`config.mk`:
```
export PLATFORM = sky130hd
export DESIGN_NAME = ira_frontend
export DESIGN_NICKNAME = d
export VERILOG_FILES = /design/src/logic/ira_pkg.sv /design/src/logic/ira_pair_buf.sv /design/src/logic/ira_frontend.sv
export VERILOG_INCLUDE_DIRS = /design/src /design/src/logic
export SDC_FILE = /design/constraint.sdc
export NUM_CORES = 1
export LEC_CHECK = 0
export BUFFER_PORTS_ARGS = -buffer_cell sky130_fd_sc_hd__buf_4
export CAP_MARGIN = 15
export CORE_UTILIZATION = 54
export CTS_BUF_LIST = sky130_fd_sc_hd__clkbuf_4 sky130_fd_sc_hd__clkbuf_8 sky130_fd_sc_hd__clkbuf_16
export DETAILED_ROUTE_END_ITERATION = 10
export HOLD_SLACK_MARGIN = 0.03
export PLACE_DENSITY = 0.77
export SLEW_MARGIN = 10
export SYNTH_ARGS = -nofsm -noshare
export SYNTH_HDL_FRONTEND = slang
export SYNTH_HIERARCHICAL = 1
export SYNTH_SLANG_ARGS = --single-unit
```
`constraint.sdc`:
```
create_clock -name clock -period 2.2 [get_ports clock]
set_input_delay 0.44 -clock clock [delete_from_list [all_inputs] [get_ports clock]]
set_output_delay 0.44 -clock clock [all_outputs]
set_load 0.01 [all_outputs]
```
`src/logic/ira_regs.svh`:
```
// Constants of the serial register access front end
`ifndef IRA_REGS_SVH
`define IRA_REGS_SVH
// ****************************************
// Address byte
// ****************************************
`define IRA_ADDR_HI 4'h9
`define IRA_BCAST_ADDR 7'h47
`define IRA_GCALL_BYTE 8'h00
`define IRA_SWRST_BYTE 8'h06
`define IRA_STRAP_GND 3'h0
`define IRA_STRAP_VDD 3'h1
`define IRA_STRAP_SDA 3'h2
`define IRA_STRAP_SCL 3'h3
// ****************************************
// Command codes (register selectors)
// ****************************************
`define IRA_CMD_DEVICE_STATUS 8'hD0
`define IRA_CMD_GENERAL_SETTINGS 8'hD1
`define IRA_CMD_ACTION_TRIGGERS 8'hD3
`define IRA_CMD_OUTPUT_CODE 8'h21
`define IRA_CMD_UPPER_LIMIT_CODE 8'h25
`define IRA_CMD_LOWER_LIMIT_CODE 8'h26
`define IRA_CMD_POWER_OPERATION_COMMAND 8'h01
`define IRA_CMD_BUS_FAULT_FLAGS 8'h78
`define IRA_CMD_PROTOCOL_REVISION 8'h98
// ****************************************
// Framing counts
// ****************************************
`define IRA_BIT_LAST 4'h7
`define IRA_BIT_ACK 4'h8
`define IRA_BYTE_ADDR 3'h0
`define IRA_BYTE_CMD 3'h1
`define IRA_BYTE_UPPER 3'h2
`define IRA_BYTE_LOWER 3'h3
`define IRA_UPDATE_RISES 6'h24
`define IRA_RISES_MAX 6'h3F
`endif

```
`src/logic/ira_pkg.sv`:
```
// Types and decode helpers of the serial register access front end
`include "ira_regs.svh"
package ira_pkg;
    typedef enum logic [2:0] {ST_IDLE, ST_RX, ST_RX_ACK, ST_TX, ST_TX_ACK, ST_WAIT} ira_state_e;

    function automatic logic ira_cmd_ok(input logic [7:0] c);
        case (c)
            `IRA_CMD_DEVICE_STATUS, `IRA_CMD_GENERAL_SETTINGS, `IRA_CMD_ACTION_TRIGGERS,
            `IRA_CMD_OUTPUT_CODE, `IRA_CMD_UPPER_LIMIT_CODE, `IRA_CMD_LOWER_LIMIT_CODE,
            `IRA_CMD_POWER_OPERATION_COMMAND, `IRA_CMD_BUS_FAULT_FLAGS,
            `IRA_CMD_PROTOCOL_REVISION: ira_cmd_ok = 1'b1;
            default: ira_cmd_ok = 1'b0;
        endcase
    endfunction : ira_cmd_ok
endpackage : ira_pkg

```
`src/logic/ira_pair_buf.sv`:
```
// Two-entry buffer with valid and ready on both sides
`timescale 1ns/100ps
module ira_pair_buf import ira_pkg::*; #(
    parameter int W = 24
) (
    input wire logic clock,
    input wire logic rst,
    input wire logic in_valid,
    output logic in_ready,
    input wire logic [W-1:0] in_data,
    output logic out_valid,
    input wire logic out_ready,
    output logic [W-1:0] out_data
);
    typedef struct packed {
        logic [W-1:0] head;
        logic [W-1:0] tail;
        logic head_v;
        logic tail_v;
    } ira_buf_s;

    ira_buf_s buf_reg;
    ira_buf_s buf_next;

    always_comb begin
        buf_next = buf_reg;
        if (buf_reg.head_v && out_ready) begin
            buf_next.head = buf_reg.tail;
            buf_next.head_v = buf_reg.tail_v;
            buf_next.tail_v = 1'b0;
        end
        if (in_valid && !buf_reg.tail_v) begin
            if (!buf_next.head_v) begin
                buf_next.head = in_data;
                buf_next.head_v = 1'b1;
            end else begin
                buf_next.tail = in_data;
                buf_next.tail_v = 1'b1;
            end
        end
    end

    always_ff @(posedge clock or posedge rst) begin
        if (rst) begin
            buf_reg <= '0;
        end else begin
            buf_reg <= buf_next;
        end
    end

    assign in_ready = !buf_reg.tail_v;
    assign out_valid = buf_reg.head_v;
    assign out_data = buf_reg.head;

    no_drop_a: assert property (@(posedge clock) disable iff (rst)
        buf_reg.tail_v && !out_ready |=> buf_reg.tail_v && buf_reg.head_v)
        else $error("buffered word lost under stall");
endmodule : ira_pair_buf

```
`src/logic/ira_frontend.sv`:
```
// Serial target front end: address match, command decode, register write and read
`timescale 1ns/100ps
`include "ira_regs.svh"

module ira_frontend import ira_pkg::*; (
    input wire logic clock,
    input wire logic rst,
    input wire logic scl_in,
    input wire logic sda_in,
    output logic sda_out,
    output logic sda_oe,
    input wire logic address_strap_pin,
    output logic wr_valid,
    input wire logic wr_ready,
    output logic [7:0] wr_addr,
    output logic [15:0] wr_data,
    output logic [7:0] rd_addr,
    input wire logic [15:0] rd_data,
    output logic soft_reset
);
    typedef struct packed {
        ira_state_e state;
        logic scl_s1;
        logic scl_s2;
        logic scl_p;
        logic sda_s1;
        logic sda_s2;
        logic sda_p;
        logic strap_s1;
        logic strap_s2;
        logic [7:0] shift;
        logic [3:0] bit_cnt;
        logic [2:0] byte_idx;
        logic [6:0] adr;
        logic rw;
        logic gcall;
        logic cmd_valid;
        logic [7:0] cmd;
        logic [7:0] last_addr;
        logic [7:0] upper;
        logic st_lo;
        logic st_hi;
        logic st_nsda;
        logic st_nscl;
        logic [2:0] strap_code;
        logic host_ack;
        logic sda_oe;
        logic [7:0] rd_addr;
        logic swrst;
        logic push;
        logic [5:0] rises;
    } ira_fe_s;

    ira_fe_s fe_reg;
    ira_fe_s fe_next;
    logic scl_rise;
    logic scl_fall;
    logic start_cond;
    logic stop_cond;
    logic buf_in_ready;
    logic [2:0] strap_now;
    logic [23:0] buf_out;

    // ****************************************
    // Bus events
    // ****************************************
    assign scl_rise = fe_reg.scl_s2 && !fe_reg.scl_p;
    assign scl_fall = !fe_reg.scl_s2 && fe_reg.scl_p;
    assign start_cond = fe_reg.scl_s2 && fe_reg.scl_p && fe_reg.sda_p && !fe_reg.sda_s2;
    assign stop_cond = fe_reg.scl_s2 && fe_reg.scl_p && !fe_reg.sda_p && fe_reg.sda_s2;

    // Strap decode: steady low, steady high, follows data, follows clock
    always_comb begin
        if (!fe_reg.st_hi) begin
            strap_now = `IRA_STRAP_GND;
        end else if (!fe_reg.st_lo) begin
            strap_now = `IRA_STRAP_VDD;
        end else if (!fe_reg.st_nsda) begin
            strap_now = `IRA_STRAP_SDA;
        end else begin
            strap_now = `IRA_STRAP_SCL;
        end
    end

    // ****************************************
    // Protocol engine
    // ****************************************
    always_comb begin
        fe_next = fe_reg;
        fe_next.scl_s1 = scl_in;
        fe_next.scl_s2 = fe_reg.scl_s1;
        fe_next.scl_p = fe_reg.scl_s2;
        fe_next.sda_s1 = sda_in;
        fe_next.sda_s2 = fe_reg.sda_s1;
        fe_next.sda_p = fe_reg.sda_s2;
        fe_next.strap_s1 = address_strap_pin;
        fe_next.strap_s2 = fe_reg.strap_s1;
        fe_next.swrst = 1'b0;
        fe_next.push = 1'b0;
        if (scl_rise && fe_reg.state != ST_IDLE && fe_reg.rises != `IRA_RISES_MAX) begin
            fe_next.rises = fe_reg.rises + 6'h01;
        end
        // Strap is watched on both clock edges of the address byte
        if ((scl_rise || scl_fall) && fe_reg.state == ST_RX
            && fe_reg.byte_idx == `IRA_BYTE_ADDR) begin
            if (fe_reg.strap_s2) begin
                fe_next.st_hi = 1'b1;
            end else begin
                fe_next.st_lo = 1'b1;
            end
            if (fe_reg.strap_s2 != fe_reg.sda_s2) begin
                fe_next.st_nsda = 1'b1;
            end
            if (fe_reg.strap_s2 != fe_reg.scl_s2) begin
                fe_next.st_nscl = 1'b1;
            end
        end
        if (stop_cond) begin
            fe_next.state = ST_IDLE;
            fe_next.sda_oe = 1'b0;
            fe_next.cmd_valid = 1'b0;
        end else if (start_cond) begin
            fe_next.state = ST_RX;
            fe_next.sda_oe = 1'b0;
            fe_next.bit_cnt = 4'h0;
            fe_next.byte_idx = `IRA_BYTE_ADDR;
            fe_next.gcall = 1'b0;
            fe_next.rises = 6'h00;
            fe_next.st_lo = 1'b0;
            fe_next.st_hi = 1'b0;
            fe_next.st_nsda = 1'b0;
            fe_next.st_nscl = 1'b0;
        end else begin
            case (fe_reg.state)
                ST_RX: begin
                    if (scl_rise && fe_reg.bit_cnt != `IRA_BIT_ACK) begin
                        fe_next.shift = {fe_reg.shift[6:0], fe_reg.sda_s2};
                        fe_next.bit_cnt = fe_reg.bit_cnt + 4'h1;
                    end else if (scl_fall && fe_reg.bit_cnt == `IRA_BIT_ACK) begin
                        fe_next.sda_oe = 1'b0;
                        case (fe_reg.byte_idx)
                            `IRA_BYTE_ADDR: begin
                                fe_next.adr = fe_reg.shift[7:1];
                                fe_next.rw = fe_reg.shift[0];
                                fe_next.strap_code = strap_now;
                                if (fe_reg.shift[7:1] == {`IRA_ADDR_HI, strap_now}) begin
                                    fe_next.sda_oe = 1'b1;
                                end else if (fe_reg.shift[7:1] == `IRA_BCAST_ADDR
                                    && !fe_reg.shift[0]) begin
                                    fe_next.sda_oe = 1'b1;
                                end else if (fe_reg.shift == `IRA_GCALL_BYTE) begin
                                    fe_next.sda_oe = 1'b1;
                                    fe_next.gcall = 1'b1;
                                end
                                if (fe_reg.shift[0]) begin
                                    fe_next.rd_addr = fe_reg.cmd_valid ? fe_reg.cmd
                                        : fe_reg.last_addr;
                                end
                            end
                            `IRA_BYTE_CMD: begin
                                if (fe_reg.gcall) begin
                                    fe_next.sda_oe = (fe_reg.shift == `IRA_SWRST_BYTE);
                                end else if (ira_cmd_ok(fe_reg.shift)) begin
                                    fe_next.sda_oe = 1'b1;
                                    fe_next.cmd = fe_reg.shift;
                                    fe_next.cmd_valid = 1'b1;
                                end
                            end
                            `IRA_BYTE_UPPER: begin
                                fe_next.sda_oe = !fe_reg.gcall;
                                fe_next.upper = fe_reg.shift;
                            end
                            `IRA_BYTE_LOWER: begin
                                // Full buffer refuses the word with a not-acknowledge
                                fe_next.sda_oe = !fe_reg.gcall && buf_in_ready;
                            end
                            default: fe_next.sda_oe = 1'b0;
                        endcase
                        fe_next.state = fe_next.sda_oe ? ST_RX_ACK : ST_IDLE;
                    end
                end
                ST_RX_ACK: begin
                    if (scl_rise && fe_reg.gcall && fe_reg.byte_idx == `IRA_BYTE_CMD) begin
                        fe_next.swrst = 1'b1;
                    end
                    if (scl_fall) begin
                        fe_next.sda_oe = 1'b0;
                        fe_next.bit_cnt = 4'h0;
                        if (fe_reg.byte_idx == `IRA_BYTE_LOWER) begin
                            fe_next.push = 1'b1;
                            fe_next.last_addr = fe_reg.cmd;
                            fe_next.state = ST_WAIT;
                        end else if (fe_reg.byte_idx == `IRA_BYTE_ADDR && fe_reg.rw) begin
                            fe_next.state = ST_TX;
                            fe_next.byte_idx = `IRA_BYTE_ADDR;
                            fe_next.shift = rd_data[15:8];
                            fe_next.sda_oe = !rd_data[15];
                        end else begin
                            fe_next.state = ST_RX;
                            fe_next.byte_idx = fe_reg.byte_idx + 3'h1;
                        end
                    end
                end
                ST_TX: begin
                    if (scl_fall) begin
                        fe_next.bit_cnt = fe_reg.bit_cnt + 4'h1;
                        if (fe_reg.bit_cnt == `IRA_BIT_LAST) begin
                            fe_next.sda_oe = 1'b0;
                            fe_next.state = ST_TX_ACK;
                        end else begin
                            fe_next.shift = {fe_reg.shift[6:0], 1'b0};
                            fe_next.sda_oe = !fe_reg.shift[6];
                        end
                    end
                end
                ST_TX_ACK: begin
                    if (scl_rise) begin
                        fe_next.host_ack = !fe_reg.sda_s2;
                    end
                    if (scl_fall) begin
                        fe_next.bit_cnt = 4'h0;
                        if (fe_reg.host_ack && fe_reg.byte_idx == `IRA_BYTE_ADDR) begin
                            fe_next.state = ST_TX;
                            fe_next.byte_idx = `IRA_BYTE_CMD;
                            fe_next.shift = rd_data[7:0];
                            fe_next.sda_oe = !rd_data[7];
                        end else begin
                            fe_next.state = ST_WAIT;
                        end
                    end
                end
                ST_WAIT: fe_next.sda_oe = 1'b0;
                ST_IDLE: fe_next.sda_oe = 1'b0;
                default: fe_next.state = ST_IDLE;
            endcase
        end
    end

    always_ff @(posedge clock or posedge rst) begin
        if (rst) begin
            fe_reg <= '0;
            fe_reg.state <= ST_IDLE;
            fe_reg.scl_s1 <= 1'b1;
            fe_reg.scl_s2 <= 1'b1;
            fe_reg.scl_p <= 1'b1;
            fe_reg.sda_s1 <= 1'b1;
            fe_reg.sda_s2 <= 1'b1;
            fe_reg.sda_p <= 1'b1;
        end else begin
            fe_reg <= fe_next;
        end
    end

    // ****************************************
    // Write buffer toward the register file
    // ****************************************
    ira_pair_buf #(.W(24)) u_wbuf (
        .clock(clock),
        .rst(rst),
        .in_valid(fe_reg.push),
        .in_ready(buf_in_ready),
        .in_data({fe_reg.cmd, fe_reg.upper, fe_reg.shift}),
        .out_valid(wr_valid),
        .out_ready(wr_ready),
        .out_data(buf_out)
    );

    assign wr_addr = buf_out[23:16];
    assign wr_data = buf_out[15:0];
    assign sda_out = 1'b0;
    assign sda_oe = fe_reg.sda_oe;
    assign rd_addr = fe_reg.rd_addr;
    assign soft_reset = fe_reg.swrst;

    // ****************************************
    // Checks
    // ****************************************
    ack_hold_a: assert property (@(posedge clock) disable iff (rst)
        fe_reg.state == ST_RX_ACK && scl_rise |-> fe_reg.sda_oe)
        else $error("ack not held through clock high");
    update_len_a: assert property (@(posedge clock) disable iff (rst)
        fe_reg.push |-> fe_reg.rises == `IRA_UPDATE_RISES)
        else $error("update not 36 clock rises");
    both_bytes_a: assert property (@(posedge clock) disable iff (rst)
        fe_reg.push |-> fe_reg.byte_idx == `IRA_BYTE_LOWER && !fe_reg.gcall)
        else $error("commit before lower byte");
    commit_edge_a: assert property (@(posedge clock) disable iff (rst)
        fe_reg.push |-> $past(scl_fall) && $past(fe_reg.state) == ST_RX_ACK)
        else $error("commit not on ack falling edge");
    stop_release_a: assert property (@(posedge clock) disable iff (rst)
        stop_cond |=> fe_reg.state == ST_IDLE && !fe_reg.sda_oe)
        else $error("bus held after stop");
    read_match_a: assert property (@(posedge clock) disable iff (rst)
        fe_reg.state == ST_TX |-> fe_reg.adr[6:3] == `IRA_ADDR_HI && fe_reg.rw)
        else $error("read served for foreign or broadcast address");
    strap_gnd_a: assert property (@(posedge clock) disable iff (rst)
        fe_reg.state == ST_RX && fe_reg.byte_idx == `IRA_BYTE_CMD && !fe_reg.st_hi
        |-> fe_reg.strap_code == `IRA_STRAP_GND)
        else $error("grounded strap not decoded as zero");
    swrst_cause_a: assert property (@(posedge clock) disable iff (rst)
        fe_reg.swrst |-> fe_reg.gcall && fe_reg.shift == `IRA_SWRST_BYTE
        ##1 !fe_reg.swrst)
        else $error("soft reset without general call");
    strap_scl_a: assert property (@(posedge clock) disable iff (rst)
        fe_reg.state == ST_RX_ACK && fe_reg.byte_idx == `IRA_BYTE_ADDR
        && fe_reg.strap_code == `IRA_STRAP_SCL |-> !fe_reg.st_nscl)
        else $error("clock strap decoded from a pin that left the clock");
    ack_match_a: assert property (@(posedge clock) disable iff (rst)
        fe_reg.state == ST_RX_ACK && fe_reg.byte_idx == `IRA_BYTE_ADDR && !fe_reg.gcall
        |-> fe_reg.adr == {`IRA_ADDR_HI, fe_reg.strap_code} || fe_reg.adr == `IRA_BCAST_ADDR)
        else $error("address acknowledged without a match");
    wait_release_a: assert property (@(posedge clock) disable iff (rst)
        fe_reg.state == ST_WAIT || fe_reg.state == ST_TX_ACK |-> !fe_reg.sda_oe)
        else $error("data line held while waiting for stop");

    // ****************************************
    // Coverage
    // ****************************************
    write_cover_c: cover property (@(posedge clock) disable iff (rst) fe_reg.push);
    read_cover_c: cover property (@(posedge clock) disable iff (rst)
        fe_reg.state == ST_TX && fe_reg.byte_idx == `IRA_BYTE_CMD);
    swrst_cover_c: cover property (@(posedge clock) disable iff (rst) fe_reg.swrst);
    bcast_cover_c: cover property (@(posedge clock) disable iff (rst)
        fe_reg.push && fe_reg.adr == `IRA_BCAST_ADDR);
    comb_read_c: cover property (@(posedge clock) disable iff (rst)
        fe_reg.state == ST_TX && fe_reg.cmd_valid);
endmodule : ira_frontend

```
=== Word level (Yosys, flattened, before mapping) ===
Cells that the tools add are included.

* Memories kept: 0
* Memory bits (read-only): 0
* RAM bits: 0
* Register bits: 128
* Input port bits: 22
* Word-level logic and storage cells: 270
* Latch bits: 0

* Order comparisons: 0
* $add $sub $neg: 3
* Multiplexer cells: 112
* Bitwise operators: 4
* Divide/modulo/power cells: 0
* Reduce and logical (&&, ||, !) cells: 64
* Equal/unequal tests: 54
* Multipliers: 0
* Shift operators: 0

{| class="wikitable"
|+ Operators with widths
! kind !! count
|-
| 8-bit 2-to-1 mux || 16
|-
| 24-bit 2-to-1 mux || 3
|-
| 3-bit 2-to-1 mux || 17
|-
| 50-bit 2-to-1 mux || 1
|-
| 12-bit one-hot mux with 4 select lines || 1
|-
| 9-bit 2-to-1 mux || 5
|-
| 1-bit 2-to-1 mux || 44
|-
| 8-bit == test (second input constant) || 4
|-
| 10-bit 2-to-1 mux || 3
|-
| 15-bit 2-to-1 mux || 2
|-
| 4-bit != test (second input constant) || 7
|-
| 7-bit AND reduction || 4
|-
| 25-bit 2-to-1 mux || 1
|-
| 8-bit by 6-bit == test with 1-bit output (second input constant) || 3
|-
| 12-bit 2-to-1 mux || 2
|-
| 6-bit AND reduction || 4
|-
| 2-bit != test (second input constant) || 11
|-
| 1-bit logical AND || 21
|-
| 8-bit AND reduction || 2
|-
| 2-bit nonzero test || 8
|-
| 3-bit != test (second input constant) || 5
|-
| 3-bit one-hot mux with 5 select lines || 1
|-
| 2-bit 2-to-1 mux || 7
|-
| 3-bit by 2-bit == test with 1-bit output (second input constant) || 4
|-
| 39 further kinds || 61
|}

=== Depth between registers and ports, before layout ===
Gate-level depths: netlist (run 1).

* Depth in word-level cells: 24
* Gate-level depth with buffers: 9
* Depth with buffers taken out: 8

=== Cells and area by module ===
Netlist (run 1), hierarchy kept.

{| class="wikitable"
|+ Modules (own cells, without submodules)
! module !! sequential area each (µm²) !! times used !! cells an instance !! area an instance (µm²)
|-
| ira_frontend || 1709.1 || 1 || 352 || 3642.2
|-
| ira_pair_buf || 1251.2 || 1 || 163 || 2344.7
|}

=== Least setup slack after synthesis (run 1) ===
OpenSTA, ideal clock, no wires.

* Path kind: flip-flop to flip-flop
* Start point: register fe_reg[59] (netlist bit)
* End point: register fe_reg[70] (netlist bit)
* Period minus slack after synthesis: 2173 ps
* Data required time: 2075 ps
* Data arrival time: 2048 ps
* Buffers on the path: 1
* Slack: 27 ps
* Cell stages (with the launch flop): 9
* Cells stage by stage: dfrtp_1 inv_1 ha_1 nor2b_1 buf_2 nand2_1 or3_1 a31oi_4 mux2_2

* Word-level cells in the longest chain between the ends: 4
* Elaborated cells between the ends (all ways): 8
* Those cells by class: 4 x eq/ne; 4 x reduce/logical

{| class="wikitable"
|+ RTL lines
! item !! line !! RTL
|-
| from (decl) || ira_frontend.sv:54 || <nowiki>ira_fe_s fe_reg;</nowiki>
|-
| from (signal assigned) || ira_frontend.sv:250 || <nowiki>fe_reg <= fe_next;</nowiki>
|-
| 3-bit zero test || -- ||
|-
| 1-bit logical AND, on equally long branches || -- ||
|-
| 2-bit != test (no source line) || -- ||
|-
| 11-bit AND reduction (no source line) (*) || -- ||
|}

Mark *: on every way between the ends. The rest lies on a longest branch, timed or not.
A chain may end at the register's enable or synchronous reset.

=== Worst setup path after layout (run 1) ===
* Start point: register fe_reg[67] (netlist bit)
* End point: register fe_reg (netlist bit sda_oe)

* Word-level cells in the longest chain between the ends: 23
* Elaborated cells between the ends (all ways): 39
* Those cells by class: 12 x eq/ne; 24 x mux; 3 x reduce/logical

{| class="wikitable"
|+ RTL lines
! item !! line !! RTL
|-
| 8-bit == test, or another cell as far along || ira_pkg.sv:7 || <nowiki>case (c)</nowiki>
|-
| 9-bit OR reduction || ira_pkg.sv:7 ||
|-
| 1-bit 2-to-1 mux || ira_pkg.sv:7 ||
|-
| 1-bit 2-to-1 mux || ira_frontend.sv:161 || <nowiki>if (fe_reg.gcall) begin</nowiki>
|-
| 1-bit 2-to-1 mux || ira_frontend.sv:141 || <nowiki>case (fe_reg.byte_idx)</nowiki>
|-
| 1-bit 2-to-1 mux || ira_frontend.sv:139 || <nowiki>end else if (scl_fall && fe_reg.bit_cnt == `IRA_BIT_ACK) begin</nowiki>
|-
| 1-bit 2-to-1 mux || ira_frontend.sv:136 || <nowiki>if (scl_rise && fe_reg.bit_cnt != `IRA_BIT_ACK) begin</nowiki>
|-
| 1-bit 2-to-1 mux || ira_frontend.sv:134 || <nowiki>case (fe_reg.state)</nowiki>
|-
| (+7 left out) || -- ||
|-
| 1-bit 2-to-1 mux (*) || ira_frontend.sv:134 ||
|-
| 1-bit 2-to-1 mux (*) || ira_frontend.sv:122 || <nowiki>end else if (start_cond) begin</nowiki>
|-
| 1-bit 2-to-1 mux (*) || ira_frontend.sv:118 || <nowiki>if (stop_cond) begin</nowiki>
|-
| 9-bit 2-to-1 mux (*) || ira_frontend.sv:139 ||
|-
| 9-bit 2-to-1 mux (*) || ira_frontend.sv:136 ||
|-
| 1-bit one-hot mux with 5 select lines (*) || ira_frontend.sv:134 ||
|-
| 1-bit 2-to-1 mux (*) || ira_frontend.sv:122 ||
|-
| 1-bit 2-to-1 mux (*) || ira_frontend.sv:118 ||
|}

Mark *: on every way between the ends. The rest lies on a longest branch, timed or not. The select of a mux whose other input is x is not followed.

==> out/results.tsv, run 1 <==
metric	value	unit
final net count	621	
Final GP Congestion	0.928	
max reg flops	53	
Routed Antenna Nets	0	
Non-Filler Instances	742	
chip height	107	um
Buffers on Ports	56	
CTS Root Cell	clkbuf_8	
initial antenna violation count	0	
Post-DP HPWL	9080	um
Clk Latency, worst-skew pair	0.52	ns
Rows	38	
CTS tree	yes	
RSZ-0062 raised after global routing	true	
status	finished, final reports clean	
Pleak	3.66	nW
CP endpoint kind	flop	
Yosys top cell area share	46.8	%
WL final	13100	um
worst r2r dst	sda_oe	
DR pass1 iterations	4	
total power	7.74	mW
diodes inserted	0	
average size of a mapped cell	11.6	sq um
ranking of synthesized cells by area	dfrtp_1 47%, mux2_2 12%, mux2_1 7.3%	
final hold vios	0	
Clk pin slew, worst setup/hold paths	0.06	ns
Clock Path Buffers	2	
Setup Skew	0.00947	ns
Post-Syn Instances	515	
DIE AREA	11500	sq um
VDD IR max	0.633	mV
Hold Crit Class	primary input to flop	
asr flop ratio synth	100	%
count leader, synth	dfrtp_1	
Ports	58	
largest fanout on the critical path	9	
first-pass GRT wire length	21400	um
Max Clk Rate	456	MHz
Post-synth EDFFs	0	
DRC Markers	0	
Reg2Reg Setup Slack	0.007	ns
placed cell count	705	
Final Setup Violations	0	
RR Startpoint	fe_reg[67]	
clock sinks	118	
TritonCTS Buffers	17	
All-Layer GR Usage	24.7	%
Main synth FF type	dfrtp_1	
Post-Syn Nets	547	
synthesis-stage register bit count	118	
Distinct cells, synth	67	
Fillers	778	
Synth-to-Final Area Change	23.1	%
core box area	10800	sq um
grt ovf	0	
Final Max Tran Viols	0	
vias in the first global route	4295	
initial core utilization	55.2	%
pwr dens	1050	nW/um^2
via count	4133	
Hold Path End	u_wbuf/out_valid	
number of cells on the worst hold path	4	
biggest area consumer among synthesized cells	dfrtp_1	
Worst EP required	2.61	ns
mean routed wirelength per cell	17.7	um
layout cell share with drive strength beyond 1	38.4	%
Via density	5.57	
crit path launch type	flop	
hold_sp	wr_ready	
WP data arrival	2.60	ns
post-layout min period	2.19	ns
H-tree Lvls	4	
register area share after synthesis	49.4	%
actual transition at the worst max-transition pin	0.664	ns
Slew HR	55.6	%
Initial DRC Count	252	
most frequent cells after synthesis	112 x dfrtp_1, 62 x mux2_2, 45 x nand2_1	
YS warnings	6	
Synth Cell Area	5990	sq um
largest net degree at the start of global routing	69	
Die Wd	107	um
Final period util	99.7	%
Reg2Reg Depth	7	
CP Class	flop to flop	
Max Cap Viol	0	
-- worst max-delay path, cell delays in order, from the launching register on --
cell and delay, ns:
dfrtp_2 0.48, and4_1 0.18, o31a_1 0.33, o2111a_1 0.26, a2111oi_2 0.38, buf_4 0.18, o21ai_0 0.10, and3b_1 0.19
-- metal layers --
layer | vias up | global-route usage, % | wire (um)
li1 | 1947 | - | -
met1 | 2051 | 30.0 | 5690
met2 | 105 | 43.4 | 6720
met3 | 30 | 4.72 | 468
met4 | 0 | 9.10 | 258
met5 | - | 0 | 0
-- layout by cell type, fill, tap and decap left out, types with 3 or more instances in the layout --
cell type and count:
nand2_1 45, clkinv_2 3, mux2_2 62, xor2_1 3, clkbuf_8 5, a22oi_1 5
and3b_1 3, bufinv_16 3, nand3b_1 4, nor2_1 16, clkbuf_4 3, ha_1 10
nor3_1 4, o21ai_1 14, nand4_1 4, inv_2 3, mux2i_1 13, mux2_1 39
buf_4 103, dlygate4sd3_1 4, inv_1 11, nand3_1 3, buf_12 5, nor3b_1 4
nand2b_1 4, a21oi_1 16, o21ai_0 14, dfstp_2 6, a2111oi_2 3, dfrtp_1 110
nor4_1 3, nor2b_1 6, o2111ai_1 3, clkbuf_16 16
-- worst max-delay path by stage --
| stage | end | cells past startpoint | start |
|---|---|---|---|
| floorplan | fe_reg[70] | 8 | fe_reg[59] |
| global placement | fe_reg[70] | 9 | fe_reg[60] |
| detailed placement | sda_oe | 7 | fe_reg[67] |
| CTS | sda_oe | 7 | fe_reg[68] |
| global route | sda_oe | 7 | fe_reg[67] |
| finish | sda_oe | 7 | fe_reg[67] |
-- per-stage QoR --
step	TNS, ns	utilization [%]	setup WS (ns)	hold WS, ns	instance area (sq um)
6_report	0	68.0	0.00662	0.241	7370
5_1_grt	-0.347	68.0	-0.0689	0.269	7370
4_1_cts	0	67.7	0.0108	0.222	7340
3_5_place_dp	-0.0426	61.4	-0.0354	0.344	6660
3_3_place_gp	0	61.4	0.0421	0.336	6660
2_1_floorplan	0	-	0.0271	0.331	5990
-- report_power, final --
group	internal [mW]	switching (mW)	leakage, nW
Combinational	1.08	1.15	1.76
Sequential	2.39	0.310	1.59
Clock	1.88	0.933	0.306
Total	5.35	2.39	3.66
-- area by class of cell --
cell class | count | area [sq um] | share of cell area [%]
flip-flops and latches | 118 | 2960 | 40.2
clock buffers | 24 | 492 | 6.67
clock inverters | 8 | 121 | 1.65
well taps | 140 | 175 | 2.38
multi-input cells | 325 | 2650 | 36.0
repair buffers | 112 | 913 | 12.4
inverters | 15 | 56.3 | 0.764
-- kinds of logic after synthesis --
kind of cell / Yosys count / share of synthesized area (%)
AOI/OAI and AO/OA: 78 / 8.74
other: 1 / 0.0626
DFF: 118 / 49.4
adders and majority gates: 10 / 2.09
muxes: 114 / 21.2
and+or+nand+nor: 118 / 11.0
xor gates and xnor gates: 4 / 0.585
buffers and inverters: 72 / 6.96
-- timing repair --
action | in CTS | in global routing
endpoints found under the setup margin | 7 | 25
resized for setup | 3 | 8
hold buffers | 4 | 0
endpoints found under the hold margin | 79 | 0
buffers inserted | 1 | 0
No activity file was read; power rests on OpenSTA's default activity.
==> run 2: changes to the inputs <==
- CORE_MARGIN: not set -> 1.5
==> out/results.tsv, run 2 (synthesis gave the netlist of run 1 again) <==
metric	value	unit	change
Final period util	98.9	%	was 99.7%
clock sinks	118		unchanged
worst hold margin	0.251	ns	was 0.241 ns
H-tree Lvls	4		unchanged
Crit. Startpoint	fe_reg[59]		was fe_reg[67]
Worst path slowest cell	dfrtp_1		was dfrtp_2
via count	4246		was 4133
first-pass GRT wire length	21900	um	was 21400 um
chip height	108	um	was 107 um
RR Startpoint	fe_reg[59]		was fe_reg[67]
crit-path max cell delay	0.40	ns	was 0.48 ns
DRC Markers	0		unchanged
Final Max Tran Viols	0		unchanged
final hold vios	0		unchanged
Max Cap Viol	0		unchanged
core box area	10800	sq um	unchanged
Worst EP required	2.59	ns	was 2.61 ns
Synth-to-Final Area Change	22.9	%	was 23.1%
WL final	13300	um	was 13100 um
pwr dens	1040	nW/um^2	was 1050 nW/um^2
Max Clk Rate	460	MHz	was 456 MHz
Buffers on Ports	56		unchanged
actual transition at the worst max-transition pin	0.669	ns	was 0.664 ns
diodes inserted	0		unchanged
layout cell share with drive strength beyond 1	39.3	%	was 38.4%
most frequent cells in the layout	109 x dfrtp_1, 102 x buf_4, 62 x mux2_2		was 110 x dfrtp_1, 103 x buf_4, 62 x mux2_2
VDD IR max	0.600	mV	was 0.633 mV
Pleak	3.64	nW	was 3.66 nW
mean routed wirelength per cell	17.9	um	was 17.7 um
dpl cell area	6630	sq um	was 6660 sq um
commonest non-fill, non-tap cell in the layout	dfrtp_1		unchanged
vias in the first global route	4360		was 4295
CTS tree	yes		unchanged
worst setup margin	0.0247	ns	was 0.00662 ns
Slew HR	55.3	%	was 55.6%
Via density	5.74		was 5.57
status	finished, final reports clean		unchanged
CTS Root Cell	clkbuf_8		unchanged
Hold Crit Class	primary input to flop		unchanged
Rows	38		unchanged
Clk pin slew, worst setup/hold paths	0.06	ns	about the same
crit path launch type	flop		unchanged
Ports	58		unchanged
Initial DRC Count	234		was 252
CP endpoint kind	flop		unchanged
WP data arrival	2.56	ns	was 2.60 ns
grt ovf	0		unchanged
Die Wd	108	um	was 107 um
hold_sp	wr_ready		unchanged
All-Layer GR Usage	24.8	%	was 24.7%
final instance area	7360	sq um	was 7370 sq um
Critical Path, Cell by Cell	buf_4 -> ha_1 -> ha_2 -> or3_1 -> a31oi_4 -> buf_12 -> mux2_1		was and4_1 -> o31a_1 -> o2111a_1 -> a2111oi_2 -> buf_4 -> o21ai_0 -> and3b_1
Final Setup Violations	0		unchanged
largest fanout on the critical path	8		was 9
CP Class	flop to flop		unchanged
Clock Path Buffers	2		unchanged
initial antenna violation count	0		unchanged
Clk Latency, worst-skew pair	0.52	ns	about the same
largest net degree at the start of global routing	69		unchanged
initial core utilization	55.2	%	unchanged
max reg flops	53		unchanged
DIE AREA	11700	sq um	was 11500 sq um
Setup Skew	0.00596	ns	was 0.00947 ns
Routed Antenna Nets	0		unchanged
final net count	620		was 621
TritonCTS Buffers	17		unchanged
WP buf/inv	2		was 1
total power	7.63	mW	was 7.74 mW
Post-DP HPWL	9130	um	was 9080 um
CP top delay family	flip-flops		was compound AO/OA/AOI/OAI gates
DR pass1 iterations	5		was 4
Final GP Congestion	0.962		was 0.928
pre-CTS setup slack	-0.0456	ns	was -0.0354 ns
post-layout min period	2.18	ns	was 2.19 ns
## run 2: worst reg2reg max path: cells and delay by family, from the launching register on
family / cells / cell delay, ns
buffers and inverters: 2 / 0.31
adder cells (fa/ha/maj): 2 / 0.39
AND/OR/NAND/NOR: 1 / 0.39
multiplexers: 1 / 0.34
AO/OA/AOI/OAI: 1 / 0.23
flip-flops: 1 / 0.40
## run 2: per-stage QoR
step	utilization, %	cells	TNS, ns
CTS	67.0	738	0
global route	67.9	740	-0.0699
floorplan	-	515	0
detailed placement	61.2	702	-0.232
global placement	61.2	702	0
finish	67.9	740	0
## run 2: cell type report
| class | instances | area [sq um] |
|---|---|---|
| Timing Repair Buffer | 111 | 906 |
| Clock buffer | 22 | 470 |
| Fill cell | 767 | 3480 |
| Tap cell | 140 | 175 |
| Multi-Input combinational cell | 325 | 2690 |
| Clock inverter | 9 | 101 |
| Inverter | 15 | 56.3 |
| Sequential cell | 118 | 2960 |
## run 2: final timing paths
path,end,slack (ns),depth (start not counted)
max in group asynchronous,fe_next[79],1.30,4
min in group asynchronous,u_wbuf/buf_reg[25],0.54,4
max reg2reg,fe_reg[67],0.02,7
min,u_wbuf/out_valid,0.25,4
max,fe_reg[67],0.02,7
min reg2reg,fe_reg[74],0.35,0
## run 2: metal layers
| layer | share of wire (%) | global-route usage, % | vias to the layer above |
|---|---|---|---|
| met4 | 2.3 | 10.7 | 0 |
| met3 | 5.6 | 5.79 | 32 |
| met5 | 0 | 0 | - |
| li1 | - | - | 1951 |
| met1 | 42 | 31.2 | 2108 |
| met2 | 50 | 41.1 | 155 |
## run 2: timing repair
item / CTS / global route
endpoints found under the setup margin: 7 / 14
hold buffers: 4 / 0
resized for setup: 1 / 19
pin swaps: 0 / 2
endpoints found under the hold margin: 85 / 0
buffers inserted: 1 / 2
## run 2: power by group
group | internal [mW] | switching (mW) | total, mW
Sequential | 2.39 | 0.320 | 2.71
Clock | 1.71 | 0.955 | 2.66
Combinational | 1.09 | 1.17 | 2.26
Total | 5.19 | 2.44 | 7.63
